--- config.mk ---
export PLATFORM = sky130hd
export DESIGN_NAME = dmt_status_cpu_port
export DESIGN_NICKNAME = d
export VERILOG_FILES = /design/src/verilog/dmt_pkg.sv /design/src/verilog/dmt_status_cpu_port.sv
export SDC_FILE = /design/constraint.sdc
export NUM_CORES = 1
export LEC_CHECK = 0
export BUFFER_PORTS_ARGS = -buffer_cell sky130_fd_sc_hd__buf_2
export CAP_MARGIN = 25
export CELL_PAD_IN_SITES_DETAIL_PLACEMENT = 1
export CELL_PAD_IN_SITES_GLOBAL_PLACEMENT = 1
export CORE_ASPECT_RATIO = 0.75
export CORE_MARGIN = 3
export CORE_UTILIZATION = 35
export DETAILED_ROUTE_END_ITERATION = 8
export PLACE_DENSITY_LB_ADDON = 0.08
export RECOVER_POWER = 100
export SLEW_MARGIN = 15
export SYNTH_ARGS = -nofsm -noshare
export SYNTH_HDL_FRONTEND = slang
export SYNTH_HIERARCHICAL = 1
export SYNTH_SLANG_ARGS = --single-unit
--- constraint.sdc ---
create_clock -name i_sys_clk -period 4.1 [get_ports i_sys_clk]
set_clock_uncertainty 0.15 [all_clocks]
set_input_delay 0.82 -clock i_sys_clk [delete_from_list [all_inputs] [get_ports i_sys_clk]]
set_output_delay 0.82 -clock i_sys_clk [all_outputs]
set_load 0.01 [all_outputs]
--- src/verilog/dmt_pkg.sv ---
// Constants and carriers for the dual mode timer status and CPU port block.
// Assumes an 8-bit peripheral bus with one select code per byte register.
package dmt_pkg;
  localparam int unsigned DW = 8;
  localparam int unsigned AW = 3;

  // Register select codes on the byte bus
  localparam logic [AW-1:0] A_CTRL    = 3'h0;
  localparam logic [AW-1:0] A_STATUS  = 3'h1;
  localparam logic [AW-1:0] A_CNT_HI  = 3'h2;
  localparam logic [AW-1:0] A_CNT_LO  = 3'h3;
  localparam logic [AW-1:0] A_CMP_HI  = 3'h4;
  localparam logic [AW-1:0] A_CMP_LO  = 3'h5;
  localparam logic [AW-1:0] A_CLKSTOP = 3'h6;

  // Status register field positions
  localparam int unsigned B_OVF_H  = 7;
  localparam int unsigned B_CMF_H  = 6;
  localparam int unsigned B_OVIE_H = 5;
  localparam int unsigned B_CCLR_H = 4;
  localparam int unsigned B_OVF_L  = 3;
  localparam int unsigned B_CMF_L  = 2;
  localparam int unsigned B_OVIE_L = 1;
  localparam int unsigned B_CCLR_L = 0;
  localparam logic [DW-1:0] FLAG_MASK = 8'hcc;

  // Control register split select and clock stop standby bit
  localparam int unsigned B_SPLIT   = 6;
  localparam int unsigned B_STANDBY = 2;

  // Reset values
  localparam logic [DW-1:0]   RST_CTRL    = 8'h00;
  localparam logic [DW-1:0]   RST_STATUS  = 8'h00;
  localparam logic [DW-1:0]   RST_CLKSTOP = 8'hff;
  localparam logic [2*DW-1:0] RST_CNT     = 16'h0000;
  localparam logic [2*DW-1:0] RST_CMP     = 16'hffff;
  localparam logic [DW-1:0]   BYTE_MAX    = 8'hff;
  localparam logic [DW-1:0]   BYTE_ZERO   = 8'h00;

  typedef struct packed {
    logic          rd;
    logic          wr;
    logic [AW-1:0] addr;
    logic [DW-1:0] wdata;
  } dmt_cpu_req_t;

  typedef struct packed {
    logic irq_h;
    logic irq_l;
  } dmt_irq_t;
endpackage : dmt_pkg

--- src/verilog/dmt_status_cpu_port.sv ---
// Control/status flags, standby control and byte-wide CPU port of a 16-bit
// up-counter that can split into two 8-bit counters.
// Assumes count ticks arrive as one-cycle enables from an outside prescaler
// and that the CPU issues at most one byte access per cycle.
// The small flag cell at the end of this file serves the four event flags.
`timescale 1ns/1ps

module dmt_status_cpu_port (
  // Clock and reset
  input  wire logic                  i_sys_clk,
  input  wire logic                  i_nrst,
  // CPU byte port
  input  wire dmt_pkg::dmt_cpu_req_t i_cpu,
  output logic [dmt_pkg::DW-1:0]     o_rdata,
  // Count enables from the prescaler
  input  wire logic                  i_tick_l,
  input  wire logic                  i_tick_h,
  // Interrupt request pulses and standby state
  output dmt_pkg::dmt_irq_t          o_irq,
  output logic                       o_standby
);
  import dmt_pkg::*;

  logic [DW-1:0]   ctrl_q, ctrl_d;
  logic [DW-1:0]   status_q, status_d;
  logic [DW-1:0]   clkstop_q, clkstop_d;
  // Flags live in their own cells; status_q keeps the enables and clear selects
  logic [DW-1:0]   status_view;
  wire  [DW-1:0]   flag_vec;
  logic [2*DW-1:0] cnt_q, cnt_d;
  logic [2*DW-1:0] cmp_q, cmp_d;
  logic [DW-1:0]   temp_q, temp_d;
  logic [DW-1:0]   rdata_q, rdata_d;
  dmt_irq_t        irq_q, irq_d;
  logic            standby_q, standby_d;

  logic split, running, tick_lo, tick_hi;
  logic match16, match_lo, match_hi;
  logic ovf_h_ev, ovf_l_ev, cmf_h_ev, cmf_l_ev;
  logic wr_status, rd_status;
  logic [DW-1:0] set_vec;

  assign split   = ctrl_q[B_SPLIT];
  assign running = clkstop_q[B_STANDBY];
  assign tick_lo = i_tick_l & running;
  // In 16-bit mode the high byte is carried only through the full count
  assign tick_hi = i_tick_h & running & split;

  assign match16  = (cnt_q == cmp_q);
  assign match_lo = (cnt_q[DW-1:0] == cmp_q[DW-1:0]);
  assign match_hi = (cnt_q[2*DW-1:DW] == cmp_q[2*DW-1:DW]);

  assign wr_status = i_cpu.wr & (i_cpu.addr == A_STATUS);
  assign rd_status = i_cpu.rd & (i_cpu.addr == A_STATUS);

  // Counter, compare, holding register and read data
  always_comb begin
    cnt_d    = cnt_q;
    cmp_d    = cmp_q;
    temp_d   = temp_q;
    rdata_d  = BYTE_ZERO;
    ovf_h_ev = 1'b0;
    ovf_l_ev = 1'b0;
    cmf_h_ev = 1'b0;
    cmf_l_ev = 1'b0;
    // Match is signalled as the counter leaves the matching value
    if (!split) begin
      if (tick_lo) begin
        // Full match sets high compare flag
        cmf_h_ev = match16;
        // Low bits match sets low flag
        cmf_l_ev = match_lo;
        // Low bits wrap in 16-bit mode
        ovf_l_ev = (cnt_q[DW-1:0] == BYTE_MAX);
        if (match16 && status_q[B_CCLR_H]) begin
          cnt_d = RST_CNT;
        end else begin
          ovf_h_ev = (cnt_q == {BYTE_MAX, BYTE_MAX});
          cnt_d    = cnt_q + 16'h0001;
        end
      end
    end else begin
      if (tick_lo) begin
        cmf_l_ev = match_lo;
        if (match_lo && status_q[B_CCLR_L]) begin
          cnt_d[DW-1:0] = BYTE_ZERO;
        end else begin
          ovf_l_ev      = (cnt_q[DW-1:0] == BYTE_MAX);
          cnt_d[DW-1:0] = cnt_q[DW-1:0] + 8'h01;
        end
      end
      if (tick_hi) begin
        cmf_h_ev = match_hi;
        if (match_hi && status_q[B_CCLR_H]) begin
          cnt_d[2*DW-1:DW] = BYTE_ZERO;
        end else begin
          ovf_h_ev         = (cnt_q[2*DW-1:DW] == BYTE_MAX);
          cnt_d[2*DW-1:DW] = cnt_q[2*DW-1:DW] + 8'h01;
        end
      end
    end
    // CPU writes take precedence over a count in the same cycle
    if (i_cpu.wr) begin
      case (i_cpu.addr)
        A_CNT_HI: begin
          // Upper write goes only to holding in 16-bit mode
          if (!split) begin
            temp_d = i_cpu.wdata;
          end else begin
            // Direct byte write in split mode
            cnt_d[2*DW-1:DW] = i_cpu.wdata;
          end
          ovf_h_ev = 1'b0;
        end
        A_CNT_LO: begin
          if (!split) begin
            cnt_d = {temp_q, i_cpu.wdata};
          end else begin
            cnt_d[DW-1:0] = i_cpu.wdata;
          end
          ovf_l_ev = 1'b0;
          if (!split) begin
            ovf_h_ev = 1'b0;
          end
        end
        A_CMP_HI: begin
          if (!split) begin
            temp_d = i_cpu.wdata;
          end else begin
            cmp_d[2*DW-1:DW] = i_cpu.wdata;
          end
        end
        A_CMP_LO: begin
          if (!split) begin
            cmp_d = {temp_q, i_cpu.wdata};
          end else begin
            cmp_d[DW-1:0] = i_cpu.wdata;
          end
        end
        default: begin
        end
      endcase
    end
    if (i_cpu.rd) begin
      case (i_cpu.addr)
        A_STATUS:  rdata_d = status_view;
        A_CLKSTOP: rdata_d = clkstop_q;
        A_CNT_HI: begin
          rdata_d = cnt_q[2*DW-1:DW];
          // Upper read latches live low byte
          if (!split) begin
            temp_d = cnt_q[DW-1:0];
          end
        end
        A_CNT_LO: begin
          rdata_d = split ? cnt_q[DW-1:0] : temp_q;
        end
        A_CMP_HI: rdata_d = cmp_q[2*DW-1:DW];
        A_CMP_LO: rdata_d = cmp_q[DW-1:0];
        // Control register is write-only and reads as zero
        default:  rdata_d = BYTE_ZERO;
      endcase
    end
  end

  always_ff @(posedge i_sys_clk or negedge i_nrst) begin
    if (!i_nrst) begin
      cnt_q   <= RST_CNT;
      cmp_q   <= RST_CMP;
      temp_q  <= BYTE_ZERO;
      rdata_q <= BYTE_ZERO;
    end else begin
      cnt_q   <= cnt_d;
      cmp_q   <= cmp_d;
      temp_q  <= temp_d;
      rdata_q <= rdata_d;
    end
  end

  // Control, status, clock stop and request pulses
  always_comb begin
    ctrl_d    = ctrl_q;
    clkstop_d = clkstop_q;
    status_d  = status_q;
    set_vec   = BYTE_ZERO;
    set_vec[B_OVF_H] = ovf_h_ev;
    set_vec[B_CMF_H] = cmf_h_ev;
    set_vec[B_OVF_L] = ovf_l_ev;
    set_vec[B_CMF_L] = cmf_l_ev;
    if (i_cpu.wr && (i_cpu.addr == A_CTRL)) begin
      ctrl_d = i_cpu.wdata;
    end
    if (i_cpu.wr && (i_cpu.addr == A_CLKSTOP)) begin
      clkstop_d = i_cpu.wdata;
    end
    // Plain read/write bits only; flag positions stay zero here
    if (wr_status) begin
      status_d = i_cpu.wdata & ~FLAG_MASK;
    end
    irq_d.irq_h = (ovf_h_ev & status_q[B_OVIE_H]) | cmf_h_ev;
    irq_d.irq_l = (ovf_l_ev & status_q[B_OVIE_L]) | cmf_l_ev;
    standby_d   = ~clkstop_d[B_STANDBY];
  end

  always_ff @(posedge i_sys_clk or negedge i_nrst) begin
    if (!i_nrst) begin
      ctrl_q    <= RST_CTRL;
      status_q  <= RST_STATUS;
      clkstop_q <= RST_CLKSTOP;
      irq_q     <= '0;
      standby_q <= 1'b0;
    end else begin
      ctrl_q    <= ctrl_d;
      status_q  <= status_d;
      clkstop_q <= clkstop_d;
      irq_q     <= irq_d;
      standby_q <= standby_d;
    end
  end

  // One cell per event flag; the other positions read as plain bits
  for (genvar gi = 0; gi < DW; gi++) begin : g_flag
    if (FLAG_MASK[gi]) begin : g_cell
      dmt_flag_cell #(
        .RST_VAL (1'b0)
      ) u_cell (
        .i_sys_clk (i_sys_clk),
        .i_nrst    (i_nrst),
        .i_set     (set_vec[gi]),
        .i_read    (rd_status),
        .i_write   (wr_status),
        .i_wbit    (i_cpu.wdata[gi]),
        .o_flag    (flag_vec[gi])
      );
    end else begin : g_plain
      assign flag_vec[gi] = 1'b0;
    end
  end

  assign status_view = (status_q & ~FLAG_MASK) | (flag_vec & FLAG_MASK);

  assign o_rdata   = rdata_q;
  assign o_irq     = irq_q;
  assign o_standby = standby_q;
endmodule : dmt_status_cpu_port

// One software-cleared event flag: set by hardware, cleared by a written
// zero only after the flag has been read as one.
// Limitation: a read and a zero write in the same cycle do not clear;
// the clearing write has to follow the read.
module dmt_flag_cell #(
  parameter logic RST_VAL = 1'b0
) (
  // Clock and reset
  input  wire logic i_sys_clk,
  input  wire logic i_nrst,
  // Hardware set and CPU access to this bit
  input  wire logic i_set,
  input  wire logic i_read,
  input  wire logic i_write,
  input  wire logic i_wbit,
  // Current flag value
  output logic      o_flag
);
  logic flag_q, flag_d;
  logic armed_q, armed_d;

  always_comb begin
    flag_d  = flag_q;
    armed_d = armed_q;
    // Reading a one arms its clear
    if (i_read) begin
      armed_d = armed_q | flag_q;
    end
    if (i_write) begin
      if (!i_wbit && armed_q) begin
        flag_d = 1'b0;
      end
      // Written one never sets the flag
      armed_d = armed_q & i_wbit;
    end
    // Hardware set beats clear
    // Losing an event would be worse than a second read
    flag_d = flag_d | i_set;
  end

  always_ff @(posedge i_sys_clk or negedge i_nrst) begin
    if (!i_nrst) begin
      flag_q  <= RST_VAL;
      armed_q <= 1'b0;
    end else begin
      flag_q  <= flag_d;
      armed_q <= armed_d;
    end
  end

  assign o_flag = flag_q;
endmodule : dmt_flag_cell

======== Yosys cells after proc, flatten, opt, wreduce, memory -nomap -nowiden ========
Index checks and enable logic that the tools add are counted.
word-level totals
  bits in registers ....................... 78
  input bits .............................. 17
cells by class
  equal/unequal tests ..................... 14
  mux-type cells .......................... 59
  $add $sub $neg .......................... 3
  bitwise gates (word level) .............. 23
  reduce and logical (&&, ||, !) cells .... 19
operator list
  operator                                                                number
  8-bit two-way mux                                                       17
  16-bit two-way mux                                                      4
  8-bit one-hot mux with 6 select lines                                   1
  1-bit two-way mux                                                       33
  8-bit one-hot mux with 2 select lines                                   2
  16-bit by 1-bit adder with 16-bit output (second input constant)        1
  8-bit by 1-bit adder with 8-bit output (second input constant)          2
  16-bit equality test                                                    1
  16-bit equality test (second input constant)                            1
  8-bit equality test                                                     2
  8-bit equality test (second input constant)                             2
  1-bit bitwise AND                                                       11
  1-bit OR                                                                10
  3-bit equality test (second input constant)                             3
  1-bit logical AND                                                       9
  6-bit by 8-bit OR with 8-bit output                                     1
  3-bit by 2-bit equality test with 1-bit output (second input constant)  2
  1-bit logical NOT                                                       4
  2-bit != test (second input constant)                                   2
  4-bit AND reduction                                                     1
  2-bit nonzero test                                                      2
  3-bit by 1-bit equality test with 1-bit output (second input constant)  1
  3-bit logical NOT                                                       1
  3-bit two-way mux                                                       1
  4 further kinds                                                         4

======== Longest topological paths before layout ========
  depth in word-level cells ............... 10
  depth in mapped cells ................... 9

======== Modules after synthesis ========
Netlist, hierarchy kept.
by module, submodules not included
  module               area each (um^2)  instances  cells each
  dmt_status_cpu_port  4191.5            1          453
  dmt_flag_cell        85.1              4          7

======== Worst setup path before layout ========
OpenSTA, ideal clock, no wires.
  kind .................................... input port to flip-flop
  start point ............................. in i_cpu[9] (netlist bit)
  end point ............................... reg status_q[0]
  data arrival time ....................... 2.095 ns
  path slack .............................. 1.730 ns
  cell stages on the path ................. 5
  setup time .............................. 0.125 ns
  cells stage by stage .................... buf_2 nor2_1 and3_1 clkbuf_1 mux2_2
on the way
  word-level cells in the longest chain between the ends .. 2
ends and longest elaborated chain
  what                                            RTL line                    RTL
  from (decl)                                     dmt_status_cpu_port.sv:13   input wire dmt_pkg::dmt_cpu_req_t i_cpu,
  3-bit by 1-bit equality test with 1-bit output  dmt_status_cpu_port.sv:53   assign wr_status = i_cpu.wr & (i_cpu.addr == A_STATUS);
  1-bit bitwise AND                               dmt_status_cpu_port.sv:53
  named net wr_status                             dmt_status_cpu_port.sv:40   logic wr_status, rd_status;
  to (signal assigned)                            dmt_status_cpu_port.sv:214  status_q <= status_d;
  to (decl)                                       dmt_status_cpu_port.sv:25   logic [DW-1:0] status_q, status_d;
The timed path passes the listed nets, and every way through them passes these cells.
A chain may end at the register's enable or synchronous reset.

======== Final worst setup path ========
  start point ............................. reg cnt_q[8]
  end point ............................... reg cnt_q[7]
on the way
  word-level cells in the longest chain between the ends .. 7
ends and longest elaborated chain
  what                    RTL line                    RTL
  from (decl)             dmt_status_cpu_port.sv:30   logic [2*DW-1:0] cnt_q, cnt_d;
  from (signal assigned)  dmt_status_cpu_port.sv:173  cnt_q <= cnt_d;
  16-bit equality test *  dmt_status_cpu_port.sv:49   assign match16 = (cnt_q == cmp_q);
  1-bit logical AND *     dmt_status_cpu_port.sv:75   if (match16 && status_q[B_CCLR_H]) begin
  16-bit two-way mux *    dmt_status_cpu_port.sv:75
  16-bit two-way mux *    dmt_status_cpu_port.sv:68   if (tick_lo) begin
  16-bit two-way mux *    dmt_status_cpu_port.sv:67   if (!split) begin
  8-bit two-way mux       dmt_status_cpu_port.sv:104  case (i_cpu.addr)
  16-bit two-way mux *    dmt_status_cpu_port.sv:103  if (i_cpu.wr) begin
  named net cnt_d[7]      dmt_status_cpu_port.sv:30
Mark *: on every way through the listed nets, which the timed path passes. The rest lies on a longest branch.

==> impl_metrics.toml <==
[outcome]
status = "complete, no violations"

[clock_network]
clk_latency_ps = 340
cts_buffer_depth = 2
cts_tree = "done"
cts.clk_slew.worst_paths_ps = 60
cts_resized = 0
h-tree-depth = 3
hold_buffers = 0
cts_buffers = 9
cts_setup_buffers = 0
cts-root-buf = "clkbuf_16"
cts_sinks = 72

[floorplan]
dieWidth_um = 137.4
coreArea_mm2 = 0.01248
die_height_um = 104.5
num_io_pins = 28
initial_utilization = 0.3631
die-area_mm2 = 0.01436
rows = 35

[sta]
fin_ws_ps = 1092
rsz0062_at_grt = "false"
min_period_ps = 3008
tightest_slew_ps = 1411
max_freq_mhz = 332.5
slew_headroom = 0.05955
setup_violations = 0
slew_viol_final = 0
hold_viol = 0
fin_setup_tns_ps = 0
min_period_over_period = 0.7336

[drt]
drc = 0
vias_per_cell = 5.939
ant_nets = 0
routedWlPerCell_um = 25.28
first_pass_iters = 5
vias = 3914
drt_iter0_drc = 276
routed_wl_um = 16660

[grt]
grt_first_pass_wirelength_um = 25410
grt_pass1_vias = 3866
antenna_found_initial = 0
grt_max_degree = 73
grt.total_usage = 0.2406
gr-total-overflow = 0

[pwr]
power_density_mw_per_mm2 = 608.1
clkPwrFrac = 0.283
sw_frac_of_total = 0.3895
pwr-share-comb = 0.270
p_switching_mw = 1.176
seq_power_share = 0.447
p_leak_nw = 2.025
p_int_mw = 1.843
ir_worst_vdd_mv = 0.2490

[critical_path]
cp-end-kind = "flip-flop"
arrival_ps = 3080
crit_family = "compound AO/OA/AOI/OAI gates"
critPathBufInv = 0
cpMaxStageDelayCell = "o41ai_1"
crit_chain = "xnor2_1 > nand4_1 > o41ai_1 > nand2_1 > a221oi_1 > nor2_1"
worst_ep_required_time_ps = 4170
crit_path_start_kind = "flip-flop"
path_class = "reg -> reg"
worstPathMaxFanout = 11
slowest_delay_ps = 930

[synthesis]
synth.largest_area_cell = "dfrtp_1"
avgSynthCellArea_um2 = 9.422
yosysWarnings = 6
postSynth.asyncResetShare = 1.000
synth_cells = 481
yosysSeqAreaShare = 0.4042
syn-cell-area_mm2 = 0.004532
synth_flop_cell = "dfrtp_1"
synth_edf_count = 0
ys_seq_elements = 72
yosysTopAreaCellShare = 0.2650
synthTopCellsByArea = "dfrtp_1 (27%), dfstp_2 (14%), mux2i_1 (5.3%), mux2_2 (4.7%), xnor2_1 (4.4%)"
synth.distinct_cells = 59
syn-num-nets = 500

[cells_and_area]
drive_gt1_frac = 0.1768
layout.nets = 506
fill_cells = 1443
area_growth_syn_to_layout_pct = 9.580

[placed_design]
gp_congestion = 0.8570
io_buffers = 27
dp_hpwl_um = 11800
post-place-ws_ps = 1138

[worst_hold_path]
hp-class = "reg -> reg"

[run]
timing.max_cap.violations = 0
## kinds of logic after synthesis
logic type | after synthesis | share of synthesized area
adders and majority gates | 2 | 0.005521
muxes | 43 | 0.1002
buffers and inverters | 45 | 0.05108
xor gates and xnor gates | 30 | 0.06295
AOI/OAI and AO/OA | 130 | 0.1991
and+or+nand+nor | 159 | 0.1770
DFF | 72 | 0.4042
## path summary, 6_finish.rpt
| kind | endpoint | start | cells after the start | slack, ps |
|---|---|---|---|---|
| setup / recovery | cnt_q[7]$_DFF_PN0_ | cnt_q[8]$_DFF_PN0_ | 6 | 1090 |
| hold / removal | g_flag[7].g_cell.u_cell/armed_q$_DFFE_PN0P_ | g_flag[7].g_cell.u_cell/armed_q$_DFFE_PN0P_ | 1 | 360 |
| setup reg to reg | cnt_q[7]$_DFF_PN0_ | cnt_q[8]$_DFF_PN0_ | 6 | 1090 |
| hold reg to reg | g_flag[7].g_cell.u_cell/armed_q$_DFFE_PN0P_ | g_flag[7].g_cell.u_cell/armed_q$_DFFE_PN0P_ | 1 | 360 |
| max in group asynchronous | o_rdata[4]$_DFF_PN0_ | i_nrst | 2 | 1250 |
| min in group asynchronous | cnt_q[13]$_DFF_PN0_ | i_nrst | 1 | 640 |
## stage by stage
stage	cell area (µm²)	utilization	hold slack [ps]	std cells	power (mW)
2_1_floorplan	4532	-	316.2	481	1.866
3_3_place_gp	4702	0.3767	332.6	641	2.166
3_5_place_dp	4702	0.3767	350.6	641	2.188
4_1_cts	5025	0.4026	365.4	657	3.056
5_1_grt	4964	0.3977	391.0	658	3.192
6_report	4966	0.3979	356.8	659	3.020
## area by class of cell
| cell class | count | area, µm² | share of cell area |
|---|---|---|---|
| Multi-Input combinational cell | 364 | 2429 | 0.4890 |
| Sequential cell | 72 | 1832 | 0.3689 |
| Clock buffer | 10 | 250.2 | 0.05039 |
| Tap cell | 166 | 207.7 | 0.04182 |
| Timing Repair Buffer | 31 | 138.9 | 0.02797 |
| Clock inverter | 6 | 72.57 | 0.01461 |
| Inverter | 9 | 33.78 | 0.006803 |
| Antenna cell | 1 | 2.502 | 0.0005039 |
## registers in the layout, summed over array words and instances, names as in the netlist, 2 cells and up
name	flops
cmp_q	16
cnt_q	16
clkstop_q	8
o_rdata	8
temp_q	8
g_flag.g_cell.u_cell/armed_q	4
g_flag.g_cell.u_cell/o_flag	4
status_q	4
o_irq	2
## synthesized netlist by cell type (2+ instances only)
| library cell | number |
|---|---|
| a211oi_1 | 9 |
| a21o_1 | 7 |
| a21oi_1 | 33 |
| a221oi_1 | 10 |
| a22o_1 | 3 |
| a22oi_1 | 11 |
| a311oi_1 | 4 |
| a31oi_1 | 5 |
| a32o_1 | 4 |
| and2_1 | 4 |
| and3_1 | 7 |
| buf_2 | 17 |
| buf_4 | 5 |
| buf_6 | 3 |
| clkbuf_1 | 11 |
| dfrtp_1 | 48 |
| dfstp_2 | 24 |
| ha_1 | 2 |
| inv_1 | 9 |
| mux2_2 | 19 |
| mux2i_1 | 24 |
| nand2_1 | 43 |
| nand2b_1 | 4 |
| nand3_1 | 15 |
| nand3b_1 | 4 |
| nand4_1 | 5 |
| nand4_2 | 2 |
| nor2_1 | 48 |
| nor2b_1 | 7 |
| nor3_1 | 7 |
| nor4_1 | 3 |
| o211ai_1 | 3 |
| o21ai_0 | 17 |
| o21ai_1 | 3 |
| o22ai_1 | 6 |
| o31ai_1 | 5 |
| xnor2_1 | 23 |
| xnor2_2 | 3 |
| xor2_1 | 4 |
## placed cells by master (no fill, tap or decap), drive strengths merged, types with 2 or more instances in the layout
| cell type | instances |
|---|---|
| mux2 | 19 |
| and3 | 7 |
| ha | 2 |
| o21ai | 20 |
| nand4 | 7 |
| o211ai | 4 |
| a32o | 4 |
| a221oi | 11 |
| a22o | 3 |
| nand2b | 4 |
| nand3b | 4 |
| buf | 15 |
| nor4 | 4 |
| a311oi | 4 |
| o31ai | 5 |
| a21oi | 33 |
| nor2 | 49 |
| nor2b | 7 |
| nand2 | 44 |
| a21o | 7 |
| inv | 12 |
| a211oi | 9 |
| nor3 | 8 |
| and2 | 5 |
| mux2i | 24 |
| a31oi | 5 |
| o22ai | 6 |
| dfrtp | 48 |
| clkbuf | 26 |
| o41ai | 2 |
| nand3 | 17 |
| a22oi | 11 |
| xor2 | 4 |
| dfstp | 24 |
| xnor2 | 26 |
## power by group through the flow
stage / Combinational (mW) / Sequential, mW / Clock [mW]
final: 0.816 / 1.35 / 0.853
after detailed placement: 0.833 / 1.35 / 0
after global placement: 0.812 / 1.35 / 0
after floorplan: 0.782 / 1.08 / 0
after CTS: 0.840 / 1.34 / 0.873
after global routing: 0.910 / 1.37 / 0.909
## layer usage
metal / track usage / wire length, µm / part of all wire
met3: 0.04475 / 915 / 0.055
met4: 0.04131 / 98 / 0.0059
met2: 0.3374 / 7218 / 0.43
met5: 0 / 0 / 0
met1: 0.3840 / 8429 / 0.51
(Power assumes the default switching activity.)
